[config.mk]
export PLATFORM = sky130hd
export DESIGN_NAME = dual_sync_serial_port
export DESIGN_NICKNAME = d
export VERILOG_FILES = /design/src/dssp_pkg.sv /design/src/dual_sync_serial_port.sv /design/src/serial_section.sv
export VERILOG_INCLUDE_DIRS = /design/src
export SDC_FILE = /design/constraint.sdc
export NUM_CORES = 2
export LEC_CHECK = 0
export BUFFER_PORTS_ARGS = -buffer_cell sky130_fd_sc_hd__buf_4
export CAP_MARGIN = 25
export CORE_MARGIN = 1
export CORE_UTILIZATION = 50
export CTS_CLUSTER_SIZE = 12
export DETAILED_ROUTE_END_ITERATION = 16
export PLACE_DENSITY = 0.64
export RECOVER_POWER = 100
export SYNTH_ARGS = -nofsm -noshare
export SYNTH_HDL_FRONTEND = slang
export SYNTH_SLANG_ARGS = --single-unit
[constraint.sdc]
create_clock -name core_clk -period 22.4 [get_ports core_clk]
set_clock_uncertainty 0.05 [all_clocks]
set_input_delay 1.12 -clock core_clk [delete_from_list [all_inputs] [get_ports core_clk]]
set_output_delay 1.12 -clock core_clk [all_outputs]
set_load 0.01 [all_outputs]
[src/dual_sync_serial_port_consts.svh]
/*
  Offsets, field positions and reset values of the dual serial port.
  Assumes byte addressing on a 32-bit Avalon-MM register bus.
*/
`ifndef DUAL_SYNC_SERIAL_PORT_CONSTS_SVH
`define DUAL_SYNC_SERIAL_PORT_CONSTS_SVH

// per-port window, port select is address bit 5
`define OFS_CTRL 5'h00
`define OFS_DIV 5'h04
`define OFS_TX 5'h08
`define OFS_RX 5'h0c
`define OFS_SLOTS 5'h10
`define OFS_ABLEN 5'h14
`define OFS_ABADDR 5'h18
`define OFS_ABDATA 5'h1c
// global registers, selected by address bit 6
`define OFS_STATUS 7'h40
`define OFS_MASK 7'h44
`define OFS_PINS 7'h48

// status bit positions, per port nibble plus shared bits
`define ST_RXWORD 0
`define ST_TXWORD 1
`define ST_RXBUF 2
`define ST_TXBUF 3
`define ST_IRQA 8
`define ST_IRQB 9
`define ST_OVR 10
`define ST_W 12
// pins register bit positions
`define PIN_FLAGOUT 0
`define PIN_FLAGIN 1
`define PIN_IRQA 2
`define PIN_IRQB 3

// reset values, minimum word length code and last slot numbers
`define CTRL_RST 21'h0_000f
`define DIV_RST 16'h0004
`define WLEN_MIN 4'h2
`define SLOTS_LAST24 5'h17
`define SLOTS_LAST32 5'h1f

`endif

[src/dssp_pkg.sv]
/*
  Types shared by the dual serial port and its section engine.
  Assumes the constants header is compiled alongside.
*/
package dssp_pkg;

  // framing of one direction of one port
  typedef struct packed {
    logic fsAlt;
    logic fsLong;
    logic fsInv;
    logic fsInt;
    logic framed;
  } sect_cfg_t;

  // control register of one port, bit 0 is the lsb of wlen
  typedef struct packed {
    logic mc32;
    logic alt;
    logic en;
    logic ab;
    logic alaw;
    logic cmp;
    sect_cfg_t tx;
    sect_cfg_t rx;
    logic intClk;
    logic [3:0] wlen;
  } port_ctrl_t;

  // pin drive of one section
  typedef struct packed {
    logic fsOut;
    logic fsOe;
    logic dataOut;
    logic dataOe;
  } sect_pins_t;

  typedef enum logic [2:0] {
    SEC_IDLE = 3'b001,
    SEC_PEND = 3'b010,
    SEC_BUSY = 3'b100
  } sec_state_t;

endpackage : dssp_pkg

[src/dual_sync_serial_port.sv]
/*
  Two synchronous serial ports with register access over Avalon-MM.
  Assumes pin inputs are asynchronous to core_clk and that the bit
  clock is well below a quarter of core_clk.
*/
// Overview of operation
// - two ports, each with separate double-buffered transmit and receive
// - bit clock taken from the pin or divided internally, by config
// - receive and transmit framing are configured independently
// - frameless, or frame sync generated here or taken from outside
// - sync polarity, two widths and two timings are selectable
// - word length programmable from 3 to 16 bits
// - optional A-law or mu-law companding per port
// - receive and transmit raise their own interrupt per word
// - autobuffer moves a circular buffer, one cycle per word
// - autobuffer interrupts once the whole buffer is moved
// - first port has a 24 or 32 slot multichannel mode
// - second port pins become interrupt inputs and flags
// - internal clock stays usable in flag configuration
// - pin functions may be changed by software at any time
// - flag and interrupt functions on shared pins work together
`timescale 1ns/10ps
`default_nettype none
`include "dual_sync_serial_port_consts.svh"
module dual_sync_serial_port
  import dssp_pkg::*;
#(
  parameter int DIV_W = 16,
  parameter int AB_DEPTH = 16,
  parameter int AB_AW = 4
)
(
  input wire logic core_clk,
  input wire logic rst,
  input wire logic ce,
  input wire logic [6:0] avs_address,
  input wire logic avs_read,
  input wire logic avs_write,
  input wire logic [31:0] avs_writedata,
  output logic [31:0] avs_readdata,
  output logic avs_waitrequest,
  output logic irq,
  input wire logic [1:0] sclkIn,
  output logic [1:0] sclkOut,
  output logic [1:0] sclkOe,
  input wire logic [1:0] rfsIn,
  output logic [1:0] rfsOut,
  output logic [1:0] rfsOe,
  input wire logic [1:0] tfsIn,
  output logic [1:0] tfsOut,
  output logic [1:0] tfsOe,
  input wire logic [1:0] drIn,
  output logic [1:0] dtOut,
  output logic [1:0] dtOe
);
  logic [7:0] meta;
  logic [7:0] syncd;
  logic [1:0] irqPrev;
  logic [`ST_W-1:0] status;
  logic [`ST_W-1:0] mask;
  logic flagOut;
  logic [`ST_W-1:0] events;
  logic [31:0] rdPort [2];

  // companding: linear 16-bit to 8-bit code
  function automatic logic [7:0] encode(input logic [15:0] x,
                                        input logic alaw);
    logic [15:0] m;
    logic [2:0] seg;
    logic [3:0] man;
    m = x[15] ? ~x : x;
    if (alaw)
      m = {4'h0, m[14:3]};
    else
    begin
      m = {3'h0, m[14:2]};
      if (m > 16'h1fde)
        m = 16'h1fde;
      m = m + 16'h0021;
    end
    seg = 3'h0;
    for (int i = 0; i < 7; i++)
      if (m >= ((alaw ? 16'h0020 : 16'h0040) << i))
        seg = 3'(i + 1);
    if (alaw)
      man = 4'(m >> ((seg == 3'h0) ? 3'h1 : seg));
    else
      man = 4'(m >> (4'(seg) + 4'h1));
    return alaw ? {~x[15], {seg, man} ^ 7'h55} : {~x[15], ~{seg, man}};
  endfunction : encode

  // companding: 8-bit code back to linear 16-bit
  function automatic logic [15:0] decode(input logic [7:0] c,
                                         input logic alaw);
    logic [7:0] v;
    logic [15:0] t;
    if (alaw)
    begin
      v = c ^ 8'h55;
      t = {8'h00, v[3:0], 4'h8};
      if (v[6:4] != 3'h0)
        t = t + 16'h0100;
      if (v[6:4] > 3'h1)
        t = t << (v[6:4] - 3'h1);
      return v[7] ? t : 16'(-t);
    end
    v = ~c;
    t = (({12'h000, v[3:0]} << 3) + 16'h0084) << v[6:4];
    t = t - 16'h0084;
    return v[7] ? 16'(-t) : t;
  endfunction : decode

  // bus decode, one wait cycle per access
  wire busReq = avs_read || avs_write;
  wire accept = busReq && !avs_waitrequest;
  wire wrEn = accept && avs_write;
  wire rdEn = accept && avs_read;
  wire isGlobal = avs_address[6];
  wire [4:0] ofs = avs_address[4:0];
  wire wrStatus = wrEn && avs_address == `OFS_STATUS;
  wire wrMask = wrEn && avs_address == `OFS_MASK;
  wire wrPins = wrEn && avs_address == `OFS_PINS;
  wire [3:0] pinsVal = {syncd[5], syncd[3], syncd[7], flagOut};
  wire [31:0] rdGlobal =
    (avs_address == `OFS_STATUS) ? {20'h0_0000, status} :
    (avs_address == `OFS_MASK) ? {20'h0_0000, mask} :
    (avs_address == `OFS_PINS) ? {28'h000_0000, pinsVal} : 32'h0000_0000;
  wire [31:0] rdMux = isGlobal ? rdGlobal : rdPort[avs_address[5]];

  always_ff @(posedge core_clk or posedge rst)
  begin
    if (rst)
    begin
      avs_waitrequest <= 1'b1;
      avs_readdata <= 32'h0000_0000;
    end
    else if (ce)
    begin
      avs_waitrequest <= !(busReq && avs_waitrequest);
      if (avs_read && avs_waitrequest)
        avs_readdata <= rdMux;
    end
  end

  // two-flop synchronisers for every pin input
  always_ff @(posedge core_clk or posedge rst)
  begin
    if (rst)
    begin
      meta <= 8'h00;
      syncd <= 8'h00;
      irqPrev <= 2'h0;
    end
    else if (ce)
    begin
      meta <= {drIn, tfsIn, rfsIn, sclkIn};
      syncd <= meta;
      irqPrev <= {syncd[5], syncd[3]};
    end
  end

  // second port frame pins as edge interrupts
  assign events[`ST_IRQA] = syncd[3] && !irqPrev[0];
  assign events[`ST_IRQB] = syncd[5] && !irqPrev[1];

  // sticky status, write one to clear, a new event wins over the clear
  always_ff @(posedge core_clk or posedge rst)
  begin
    if (rst)
    begin
      status <= '0;
      mask <= '0;
      flagOut <= 1'b0;
      irq <= 1'b0;
    end
    else if (ce)
    begin
      status <= (status & ~(wrStatus ? avs_writedata[`ST_W-1:0] : '0))
        | events;
      if (wrMask)
        mask <= avs_writedata[`ST_W-1:0];
      if (wrPins)
        flagOut <= avs_writedata[`PIN_FLAGOUT];
      irq <= |(status & mask);
    end
  end

  for (genvar p = 0; p < 2; p++)
  begin : g_port
    port_ctrl_t ctrl;
    logic [DIV_W-1:0] div;
    logic [DIV_W-1:0] divCnt;
    logic sclkInt;
    logic bitPrev;
    logic [31:0] slots;
    logic [AB_AW-1:0] abLen;
    logic [AB_AW:0] abAddr;
    logic [AB_AW-1:0] txIdx;
    logic [AB_AW-1:0] rxIdx;
    logic [15:0] txMem [AB_DEPTH];
    logic [15:0] rxMem [AB_DEPTH];
    logic [15:0] txHold;
    logic txFull;
    logic txHoldLast;
    logic [15:0] rxHold;
    logic rxFull;
    logic [4:0] slot;
    logic inFrame;
    logic txSlotOn;
    logic rxSlotOn;
    sect_pins_t rxPins;
    sect_pins_t txPins;
    logic rxStart;
    logic txStart;
    logic rxDone;
    logic [15:0] rxRaw;

    // register access of this port
    wire sel = !isGlobal && avs_address[5] == 1'(p);
    wire wrCtrl = wrEn && sel && ofs == `OFS_CTRL;
    wire wrTx = wrEn && sel && ofs == `OFS_TX;
    wire rdRx = rdEn && sel && ofs == `OFS_RX;
    wire wrData = wrEn && sel && ofs == `OFS_ABDATA;
    wire [AB_AW-1:0] winIdx = abAddr[AB_AW-1:0];
    wire [15:0] winVal = abAddr[AB_AW] ? rxMem[winIdx] : txMem[winIdx];
    wire [3:0] stat = {rxFull, txFull, inFrame, ctrl.alt};
    assign rdPort[p] =
      (ofs == `OFS_CTRL) ? {11'h000, ctrl} :
      (ofs == `OFS_DIV) ? 32'(div) :
      (ofs == `OFS_TX) ? {12'h000, stat, txHold} :
      (ofs == `OFS_RX) ? {16'h0000, rxHold} :
      (ofs == `OFS_SLOTS) ? slots :
      (ofs == `OFS_ABLEN) ? 32'(abLen) :
      (ofs == `OFS_ABADDR) ? 32'(abAddr) :
      (ofs == `OFS_ABDATA) ? {16'h0000, winVal} : 32'h0000_0000;

    // word length clamped to at least three bits
    wire [3:0] wlenIn = avs_writedata[3:0] < `WLEN_MIN ? `WLEN_MIN
      : avs_writedata[3:0];
    // multichannel only on the first port
    wire mc = (p == 0) && ctrl.alt;
    // flag and interrupt pin use only on the second port
    wire flagMode = (p == 1) && ctrl.alt;
    wire [4:0] lastSlot = ctrl.mc32 ? `SLOTS_LAST32 : `SLOTS_LAST24;
    wire [4:0] slotNext = inFrame ? slot + 5'h1 : 5'h00;
    wire slotHit = slots[slotNext];

    // bit clock from the pin or from the divider
    wire bitClk = ctrl.intClk ? sclkInt : syncd[p];
    wire run = ctrl.en && !flagMode;
    wire bitRise = run && bitClk && !bitPrev;
    wire bitFall = run && !bitClk && bitPrev;
    wire divWrap = divCnt >= div;

    // divider keeps running in flag configuration
    always_ff @(posedge core_clk or posedge rst)
    begin
      if (rst)
      begin
        divCnt <= '0;
        sclkInt <= 1'b0;
        bitPrev <= 1'b0;
      end
      else if (ce)
      begin
        divCnt <= divWrap ? '0 : divCnt + 1'b1;
        if (divWrap)
          sclkInt <= !sclkInt;
        bitPrev <= bitClk;
      end
    end

    // each fed its own framing configuration
    serial_section #(.IS_TX(1'b0)) u_rx (
      .core_clk(core_clk), .rst(rst), .ce(ce),
      .bitRise(bitRise), .bitFall(bitFall), .cfg(ctrl.rx),
      .wlen(ctrl.wlen), .ready(1'b1), .freeRun(mc && inFrame),
      .useExt(1'b0), .extTrig(1'b0), .fsPin(syncd[2 + p]),
      .dataPin(syncd[6 + p]), .txWord(16'h0000), .pins(rxPins),
      .started(rxStart), .done(rxDone), .rxWord(rxRaw)
    );

    // transmit word companded on its way into the shifter
    serial_section #(.IS_TX(1'b1)) u_tx (
      .core_clk(core_clk), .rst(rst), .ce(ce),
      .bitRise(bitRise), .bitFall(bitFall), .cfg(ctrl.tx),
      .wlen(ctrl.wlen), .ready(txFull), .freeRun(1'b0),
      .useExt(mc), .extTrig(rxStart), .fsPin(syncd[4 + p]),
      .dataPin(1'b0),
      .txWord(ctrl.cmp ? {8'h00, encode(txHold, ctrl.alaw)} : txHold),
      .pins(txPins), .started(txStart), .done(), .rxWord()
    );

    wire txTake = txStart && txFull && (!mc || slotHit);
    wire rxStore = rxDone && (!mc || rxSlotOn);
    wire [15:0] rxWord = ctrl.cmp ? decode(rxRaw[7:0], ctrl.alaw) : rxRaw;
    wire abFill = ctrl.ab && ctrl.en && !txFull && !txTake;

    assign events[p * 4 + `ST_RXWORD] = rxStore && !ctrl.ab;
    assign events[p * 4 + `ST_TXWORD] = txTake && !ctrl.ab;
    // buffer events when the last entry has moved
    assign events[p * 4 + `ST_RXBUF] = rxStore && ctrl.ab && rxIdx == abLen;
    assign events[p * 4 + `ST_TXBUF] = txTake && ctrl.ab && txHoldLast;
    assign events[`ST_OVR + p] = rxStore && !ctrl.ab && rxFull;

    always_ff @(posedge core_clk or posedge rst)
    begin
      if (rst)
      begin
        ctrl <= `CTRL_RST;
        div <= DIV_W'(`DIV_RST);
        slots <= 32'h0000_0000;
        abLen <= '0;
        abAddr <= '0;
      end
      else if (ce)
      begin
        if (wrCtrl)
          ctrl <= {avs_writedata[20:4], wlenIn};
        if (wrEn && sel && ofs == `OFS_DIV)
          div <= avs_writedata[DIV_W-1:0];
        if (wrEn && sel && ofs == `OFS_SLOTS)
          slots <= avs_writedata;
        if (wrEn && sel && ofs == `OFS_ABLEN)
          abLen <= avs_writedata[AB_AW-1:0];
        if (wrEn && sel && ofs == `OFS_ABADDR)
          abAddr <= avs_writedata[AB_AW:0];
      end
    end

    // holding registers ahead of and behind the shifters
    // autobuffer refills the holding register in one cycle
    always_ff @(posedge core_clk or posedge rst)
    begin
      if (rst)
      begin
        txHold <= 16'h0000;
        txFull <= 1'b0;
        txHoldLast <= 1'b0;
        txIdx <= '0;
        rxHold <= 16'h0000;
        rxFull <= 1'b0;
        rxIdx <= '0;
      end
      else if (ce)
      begin
        // a write in the take cycle refills the holding register
        if (wrTx && !ctrl.ab)
        begin
          txHold <= avs_writedata[15:0];
          txFull <= 1'b1;
          txHoldLast <= 1'b0;
        end
        else if (txTake)
          txFull <= 1'b0;
        else if (abFill)
        begin
          txHold <= txMem[txIdx];
          txFull <= 1'b1;
          txHoldLast <= txIdx == abLen;
          txIdx <= (txIdx == abLen) ? '0 : txIdx + 1'b1;
        end
        if (wrCtrl)
        begin
          txIdx <= '0;
          rxIdx <= '0;
        end
        if (rxStore && ctrl.ab)
          rxIdx <= (rxIdx == abLen) ? '0 : rxIdx + 1'b1;
        if (rxStore && !ctrl.ab)
        begin
          rxHold <= rxWord;
          rxFull <= 1'b1;
        end
        else if (rdRx)
          rxFull <= 1'b0;
      end
    end

    // buffer memories, hardware store has priority over the window
    always_ff @(posedge core_clk)
    begin
      if (ce && wrData && !abAddr[AB_AW])
        txMem[winIdx] <= avs_writedata[15:0];
      if (ce && rxStore && ctrl.ab)
        rxMem[rxIdx] <= rxWord;
      else if (ce && wrData && abAddr[AB_AW])
        rxMem[winIdx] <= avs_writedata[15:0];
    end

    // slot count, frame restarts after the last slot
    always_ff @(posedge core_clk or posedge rst)
    begin
      if (rst)
      begin
        slot <= 5'h00;
        inFrame <= 1'b0;
        txSlotOn <= 1'b1;
        rxSlotOn <= 1'b1;
      end
      else if (ce)
      begin
        if (rxStart)
        begin
          slot <= slotNext;
          inFrame <= mc && slotNext != lastSlot;
          rxSlotOn <= !mc || slotHit;
          txSlotOn <= !mc || (slotHit && txFull);
        end
        else if (!mc)
          inFrame <= 1'b0;
      end
    end

    // sync pins driven only when generated here
    // polarity and width come from the section
    // second port's data pin becomes a flag in the alternate mode
    always_ff @(posedge core_clk or posedge rst)
    begin
      if (rst)
      begin
        sclkOut[p] <= 1'b0;
        sclkOe[p] <= 1'b0;
        rfsOut[p] <= 1'b0;
        rfsOe[p] <= 1'b0;
        tfsOut[p] <= 1'b0;
        tfsOe[p] <= 1'b0;
        dtOut[p] <= 1'b0;
        dtOe[p] <= 1'b0;
      end
      else if (ce)
      begin
        sclkOut[p] <= sclkInt;
        sclkOe[p] <= ctrl.intClk;
        rfsOut[p] <= rxPins.fsOut;
        rfsOe[p] <= rxPins.fsOe && run;
        tfsOut[p] <= txPins.fsOut;
        tfsOe[p] <= txPins.fsOe && run;
        dtOut[p] <= flagMode ? flagOut : txPins.dataOut;
        dtOe[p] <= flagMode || (txPins.dataOe && txSlotOn && run);
      end
    end
  end
endmodule : dual_sync_serial_port
`default_nettype wire

[src/serial_section.sv]
/*
  One transmit or receive section: frame sync detect or generate,
  bit counter and shifter. Assumes bitRise and bitFall are one-cycle
  pulses of the bit clock and that pin inputs are already synchronised.
*/
`timescale 1ns/10ps
`default_nettype none
module serial_section
  import dssp_pkg::*;
#(
  parameter bit IS_TX = 1'b0
)
(
  input wire logic core_clk,
  input wire logic rst,
  input wire logic ce,
  input wire logic bitRise,
  input wire logic bitFall,
  input wire sect_cfg_t cfg,
  input wire logic [3:0] wlen,
  input wire logic ready,
  input wire logic freeRun,
  input wire logic useExt,
  input wire logic extTrig,
  input wire logic fsPin,
  input wire logic dataPin,
  input wire logic [15:0] txWord,
  output sect_pins_t pins,
  output logic started,
  output logic done,
  output logic [15:0] rxWord
);
  sec_state_t state;
  logic fsPrev;
  logic [3:0] cnt;
  logic [15:0] shreg;

  // trigger selection for the start of a word
  wire fsHit = fsPin ^ cfg.fsInv;
  wire busy = (state == SEC_BUSY);
  wire atEnd = !busy || (IS_TX && cnt == 4'h0);
  wire extFs = cfg.fsAlt ? fsHit : fsPrev;
  wire intFs = cfg.fsAlt ? ready : (state == SEC_PEND);
  wire selfFs = cfg.fsInt ? intFs : extFs;
  wire freeTrig = !cfg.framed || freeRun;
  wire trig = useExt ? extTrig : (freeTrig ? ready : selfFs);
  wire startNow = bitRise && atEnd && trig;
  wire armOk = cfg.framed && cfg.fsInt && !cfg.fsAlt && !freeRun;
  wire armNow = bitRise && atEnd && !startNow && armOk && !useExt
    && ready && state != SEC_PEND;
  wire endEdge = IS_TX ? bitRise : bitFall;
  wire endNow = endEdge && busy && cnt == 4'h0;
  wire shiftNow = endEdge && busy && cnt != 4'h0;
  wire fsLvl = (startNow && cfg.fsAlt) || armNow
    || (cfg.fsLong && (startNow || (busy && !endNow)));

  assign started = startNow;

  // word state and bit count
  always_ff @(posedge core_clk or posedge rst)
  begin
    if (rst)
    begin
      state <= SEC_IDLE;
      cnt <= 4'h0;
      done <= 1'b0;
    end
    else if (ce)
    begin
      done <= endNow;
      if (startNow)
      begin
        state <= SEC_BUSY;
        cnt <= wlen;
      end
      else if (armNow)
        state <= SEC_PEND;
      else if (endNow)
        state <= SEC_IDLE;
      else if (shiftNow)
        cnt <= cnt - 4'h1;
    end
  end

  // shifter, msb first, transmit drives on rise, receive samples on fall
  always_ff @(posedge core_clk or posedge rst)
  begin
    if (rst)
    begin
      shreg <= 16'h0000;
      rxWord <= 16'h0000;
      pins.dataOut <= 1'b0;
      pins.dataOe <= 1'b0;
    end
    else if (ce)
    begin
      if (IS_TX && startNow)
      begin
        shreg <= txWord;
        pins.dataOut <= txWord[wlen];
        pins.dataOe <= 1'b1;
      end
      else if (IS_TX && shiftNow)
        pins.dataOut <= shreg[cnt - 4'h1];
      else if (IS_TX && endNow)
        pins.dataOe <= 1'b0;
      else if (!IS_TX && startNow)
        shreg <= 16'h0000;
      else if (!IS_TX && bitFall && busy)
        shreg <= {shreg[14:0], dataPin};
      if (!IS_TX && endNow)
        rxWord <= {shreg[14:0], dataPin};
    end
  end

  // frame sync history and generated pulse
  always_ff @(posedge core_clk or posedge rst)
  begin
    if (rst)
    begin
      fsPrev <= 1'b0;
      pins.fsOut <= 1'b0;
      pins.fsOe <= 1'b0;
    end
    else if (ce)
    begin
      pins.fsOe <= cfg.framed && cfg.fsInt && !useExt;
      // sync taken on the fall, so one launched on a rise is seen in time
      if (bitFall)
        fsPrev <= fsHit;
      if (bitRise)
        pins.fsOut <= fsLvl ^ cfg.fsInv;
    end
  end
endmodule : serial_section
`default_nettype wire
Yosys cells after proc, flatten, opt, wreduce, memory -nomap -nowiden
Memories as Yosys holds them, arrays and structs flattened.
Cells that the tools add are included.
{"block": "word_totals", "ff_bits": 519, "mem_bits_ro": 0, "inputBits": 52, "mem_bits_rw": 1024, "n_memories": 4, "out_inout_bits": 50, "wordCells": 766, "latch_bits": 0}
{"memory": "g_port[0].rxMem", "depth": 16, "width": 16, "rd": 1, "rd_ports_with_merged_regs": 0, "wr": 1, "line": "dual_sync_serial_port.sv:201", "text": "logic [15:0] rxMem [AB_DEPTH];"}
{"memory": "g_port[0].txMem", "depth": 16, "width": 16, "rd": 2, "rd_ports_with_merged_regs": 0, "wr": 1, "line": "dual_sync_serial_port.sv:200", "text": "logic [15:0] txMem [AB_DEPTH];"}
{"memory": "g_port[1].rxMem", "depth": 16, "width": 16, "rd": 1, "rd_ports_with_merged_regs": 0, "wr": 1, "line": "dual_sync_serial_port.sv:201"}
{"memory": "g_port[1].txMem", "depth": 16, "width": 16, "rd": 2, "rd_ports_with_merged_regs": 0, "wr": 1, "line": "dual_sync_serial_port.sv:200"}
{"block": "op_classes", "magnitude_cmp": 27, "eq_ne": 44, "add_sub_neg": 27, "n_reduce_logical": 292, "div_mod_pow": 0, "n_mul": 0, "n_shift": 8, "bitwise": 26, "muxes": 213}
{"op": "16-bit 2-to-1 mux", "n": 40}
{"op": "32-bit 2-to-1 mux", "n": 14}
{"op": "16-bit >= comparator", "n": 14}
{"op": "4-bit 2-to-1 mux", "n": 39}
{"op": "1-bit logical AND", "n": 144}
{"op": "15-bit 2-to-1 mux", "n": 6}
{"op": "2-bit AND reduction", "n": 41}
{"op": "3-bit 2-to-1 mux", "n": 24}
{"op": "1-bit 2-to-1 mux", "n": 69}
{"op": "16-bit negation", "n": 4}
{"op": "1-bit zero test", "n": 39}
{"op": "12-bit 2-to-1 mux", "n": 3}
{"op": "16-bit by 1-bit adder with 16-bit output (second input constant)", "n": 2}
{"op": "16-bit by 6-bit adder with 16-bit output (second input constant)", "n": 2}
{"op": "16-bit by 13-bit >= comparator with 1-bit output", "n": 2}
{"op": "2-bit nonzero test", "n": 16}
{"op": "16-bit OR reduction", "n": 2}
{"op": "16-bit by 3-bit left shift with 16-bit output", "n": 2}
{"op": "9-bit by 3-bit left shift with 16-bit output", "n": 2}
{"op": "16-bit by 3-bit >> shifter with 4-bit output", "n": 2}
{"op": "16-bit by 4-bit >> shifter with 4-bit output", "n": 2}
{"op": "16-bit by 8-bit subtractor with 16-bit output (second input constant)", "n": 2}
{"op": "15-bit NOT", "n": 2}
{"op": "7-bit 2-to-1 mux", "n": 4}
{"op": "other kinds (48)", "n": 160}

Longest topological paths before layout
{"block": "logic_depth", "ltp_word": 25, "depth_mapped": 23, "depth_no_buf": 20}

Cells and area by module
From an unflattened synthesis, not the netlist that was laid out.
{"block": "hier_totals", "cells_unflattened": 5454, "hier_area_um2": 76245.6}
{"module": "dual_sync_serial_port", "cells_per_inst": 4774, "area_each_um2": 68559.5, "instances": 1, "seq_area_each_um2": 40249.9}
{"module": "serial_section at g_port[0].u_rx ...", "cells_per_inst": 189, "area_each_um2": 2034.5, "instances": 2, "seq_area_each_um2": 1052.3}
{"module": "serial_section at g_port[1].u_tx", "cells_per_inst": 151, "area_each_um2": 1831.8, "instances": 1, "seq_area_each_um2": 726.9}
{"module": "serial_section at g_port[0].u_tx", "cells_per_inst": 151, "area_each_um2": 1785.5, "instances": 1, "seq_area_each_um2": 726.9}

Worst setup path before layout
Ideal clock, no wire load.
{"block": "synth_timing", "kind": "flip-flop to flip-flop", "startpoint": "reg g_port[1].txHold[15]", "endpoint": "reg g_port[1].u_tx.pins[1] in the netlist's numbering", "arrival_time_ns": 5.353, "period_less_slack_ns": 5.499, "path_slack_ns": 16.901, "setup_ns": 0.095, "t_required_ns": 22.255, "path_buffers": 6, "stages_incl_launch_ff": 24, "cell_sequence": "dfrtp_1 > buf_2 > clkbuf_1 > buf_1 > clkbuf_1 > clkbuf_1 > xnor2_1 > nor2_1 > ha_1 > a41o_1 > o22ai_1 > a21oi_1 > a221o_1 > and4_1 > and2_1 > a221oi_1 > o21a_1 > buf_2 > nor2_2 > nand2_1 > o21ai_1 > mux4_2 > a211o_1 > o31ai_1"}
{"block": "synth_via", "elab_chain_cells": 24, "word_cells_on_any_way": 34, "cone_classes": "add/sub: 2; order compare: 8; shift: 2; mux: 18; bitwise: 3; reduce/logical: 1"}
{"element": "start, declared", "line": "dual_sync_serial_port.sv:202", "text": "logic [15:0] txHold;"}
{"element": "start signal, assigned", "line": "dual_sync_serial_port.sv:350", "text": "txHold <= avs_writedata[15:0];"}
{"element": "start signal, assigned", "line": "dual_sync_serial_port.sv:358", "text": "txHold <= txMem[txIdx];"}
{"element": "parallel branches: the longest is 20 deep, another holds 16-bit by 6-bit adder with 16-bit output"}
{"element": "16-bit 2-to-1 mux (*)", "line": "dual_sync_serial_port.sv:290", "text": ".txWord(ctrl.cmp ? {8'h00, encode(txHold, ctrl.alaw)} : txHold),"}
{"element": "1-bit binary-select mux with 4-bit select (*)", "line": "serial_section.sv:100", "text": "pins.dataOut <= txWord[wlen];"}
{"element": "1-bit 2-to-1 mux (not written as such) (*)", "line": "serial_section.sv:100"}
{"element": "2-bit 2-to-1 mux (*)", "line": "serial_section.sv:97", "text": "if (IS_TX && startNow)"}
{"element": "end, declared", "line": "serial_section.sv:28", "text": "output sect_pins_t pins,"}
Every way passes the cells marked *. The select of a mux whose other input is x is not followed.
A chain may end at the register's enable or synchronous reset.

==> results.ini <==
[status]
status = finished, violations left
violations = capacitance limit, slew limit

[cts]
cts.path.max_buffers = 3
cts_made_buffers = 164
cts.clk_slew.worst_paths_ns = 0.07
clock_latency_ns = 0.81
clock-sinks = 1543
cts_resized = 0
htreeDepth = 4
cts-root-buf = clkbuf_16
cts_tree = yes
cts_setup_buffers = 0
hold_buffers = 0

[power_and_ir_drop]
power-per-cell-area_mw_per_mm2 = 80.79
ir_drop_mv = 0.08070
power_w = 0.006717
leakagePower_nw = 28.60

[sta]
period_share_pct = 44.61
slew_viol_final = 2013
worst_hold_slack_ns = 0.4211
worstMarginPinSlew_ns = 5.742
fmax_mhz = 100.1
finalSetupViolCount = 0
final-hold-violation-count = 0
rsz0062_at_grt = no
period_minus_slack_ns = 9.993
slew_headroom_pct = -284.9
setup_tns_ns = 0

[setup_path]
critPathKind = in2async
worst_ep_required_time_ns = 22.22
cp-end-kind = async pin
startpoint = rst
critPathMaxFanout = 130
crit_path_start_kind = input pin
crit_arrival_ns = 9.81
rr_startpoint = g_port[1].txHold[15]

[global_route]
antenna_found_initial = 13
first_global_vias = 48690
grt_max_degree = 131
grt_use_total_pct = 29.31
grt_first_pass_wirelength_um = 328200
grt_overflow = 0

[final_layout]
final_common_cell = edfxtp_1
final_cell_mix = edfxtp_1, nand2_1, mux4_2
final_nets = 5657
area_growth_pct = 10.21
diodes = 0
layout-drive-gt1-share_pct = 19.51

[floorplan]
start_util_pct = 50.37
io_pins = 102
core_area_mm2 = 0.1498
fp.dieH_um = 390.4
row_count = 142
die_area_mm2 = 0.1524
die_w_um = 390.4

[yosys]
synth_seq_cells = 1543
synth_cells = 5488
syn_area_mm2 = 0.07544
ys_warn_count = 0
avgSynthCellArea_um2 = 13.75
synthDistinctLibCells = 116
synth_edf_count = 1024
synth_ff_type = edfxtp_1
async_flop_share_pct = 33.64
synth_fp_nets = 5605
ys_seq_area_share_pct = 58.00

[drt]
drt-initial-drc-count = 6120
antenna_left = 0
drc = 0
viasPerCell = 6.482
routedWlPerCell_um = 28.88
drt_pass1_iterations = 9
vias = 49770
wl_um = 221800

[placed_design]
portBuffers = 101
gp_congestion = 0.9298
post-dp-hpwl_um = 145200

[worst_hold_path]
hold_path.class = reg2reg
hp-start = g_port[0].u_rx.state[0]

[flow_run]
maxCapViolations = 59

==> critical path, cell delays in order <==
cell,delay (ns)
clkbuf_4,0.11
clkinvlp_2,3.15
clkbuf_1,2.59
clkbuf_1,2.60
==> sequential cells by signal (all words and copies together), names as in the netlist, 10 cells and up <==
register and count:
avs_readdata 32, g_port.div 32, g_port.rxHold 32, g_port.abAddr 10, g_port.rxMem 512, mask 12
g_port.slots 64, g_port.ctrl 39, g_port.divCnt 32, g_port.u_rx.shreg 30, status 12, g_port.txMem 512
g_port.u_tx.shreg 32, g_port.u_rx.rxWord 32, g_port.txHold 32
==> report_power, final <==
group          switching, W  internal (W)
logic              0.000496      0.000296
registers          0.000130       0.00314
clock network       0.00114       0.00152
total               0.00176       0.00495
==> cell usage after synthesis (all sizes together) (128+ instances only) <==
master	instances	share of area [%]
mux2	191	2.9
mux2i	135	1.8
mux4	494	15
a21oi	188	1.3
clkbuf	303	1.5
inv	128	0.64
dfrtp	502	17
o21ai	357	2.4
nor2	329	1.6
nand2	596	3.0
edfxtp	1024	41
==> path summary, 6_finish.rpt <==
kind	slack [ns]	end	depth (start not counted)
hold reg to reg	0.42	g_port[0].u_rx.state[0]	2
max in group core_clk	12.46	g_port[0].rxMem[15][11]	9
min in group asynchronous	2.07	g_port[1].u_rx.state[1]	2
setup / recovery	12.41	g_port[0].abAddr[2]	4
setup reg to reg	13.12	g_port[1].u_tx.pins[1]	20
hold / removal	0.42	g_port[0].u_rx.state[0]	2
==> through the flow <==
| stage | setup WS [ns] | utilization (%) | cell area [µm²] | cells |
|---|---|---|---|---|
| 2_1_floorplan | 6.760 | - | 75440 | 5488 |
| 3_3_place_gp | 15.81 | 52.48 | 78600 | 7361 |
| 3_5_place_dp | 15.86 | 52.62 | 78820 | 7377 |
| 4_1_cts | 15.72 | 56.11 | 84040 | 7666 |
| 5_1_grt | 10.81 | 55.51 | 83140 | 7679 |
| 6_report | 12.41 | 55.51 | 83140 | 7679 |
==> routing by layer <==
metal	vias up	GRT usage, %	wire length, µm
met4	10	10.17	7957
li1	21340	-	-
met1	25470	42.42	91990
met5	-	0	67
met2	2527	43.07	97940
met3	421	7.486	23810
==> cells by family (layout without fill, tap and decap cells) <==
family,count (synthesis),in the layout,synth area share [%]
compound gates,1043,1043,9.074
xor+xnor,134,134,1.581
fa+ha+maj,66,66,1.091
buf+inv,515,690,2.614
flops,1543,1543,58.00
mux,820,820,19.39
simple gates,1367,1367,8.249
==> final cells by class <==
type                    count  area [µm²]
clock buffers             238        4656
clock inverters            51       563.0
fillers                 12230       66630
inverters                 132       496.7
multi-input cells        3430       29790
flip-flops and latches   1543       43790
well taps                2016        2522
repair buffers            269        1326
Power figures use the tool's default switching activity.
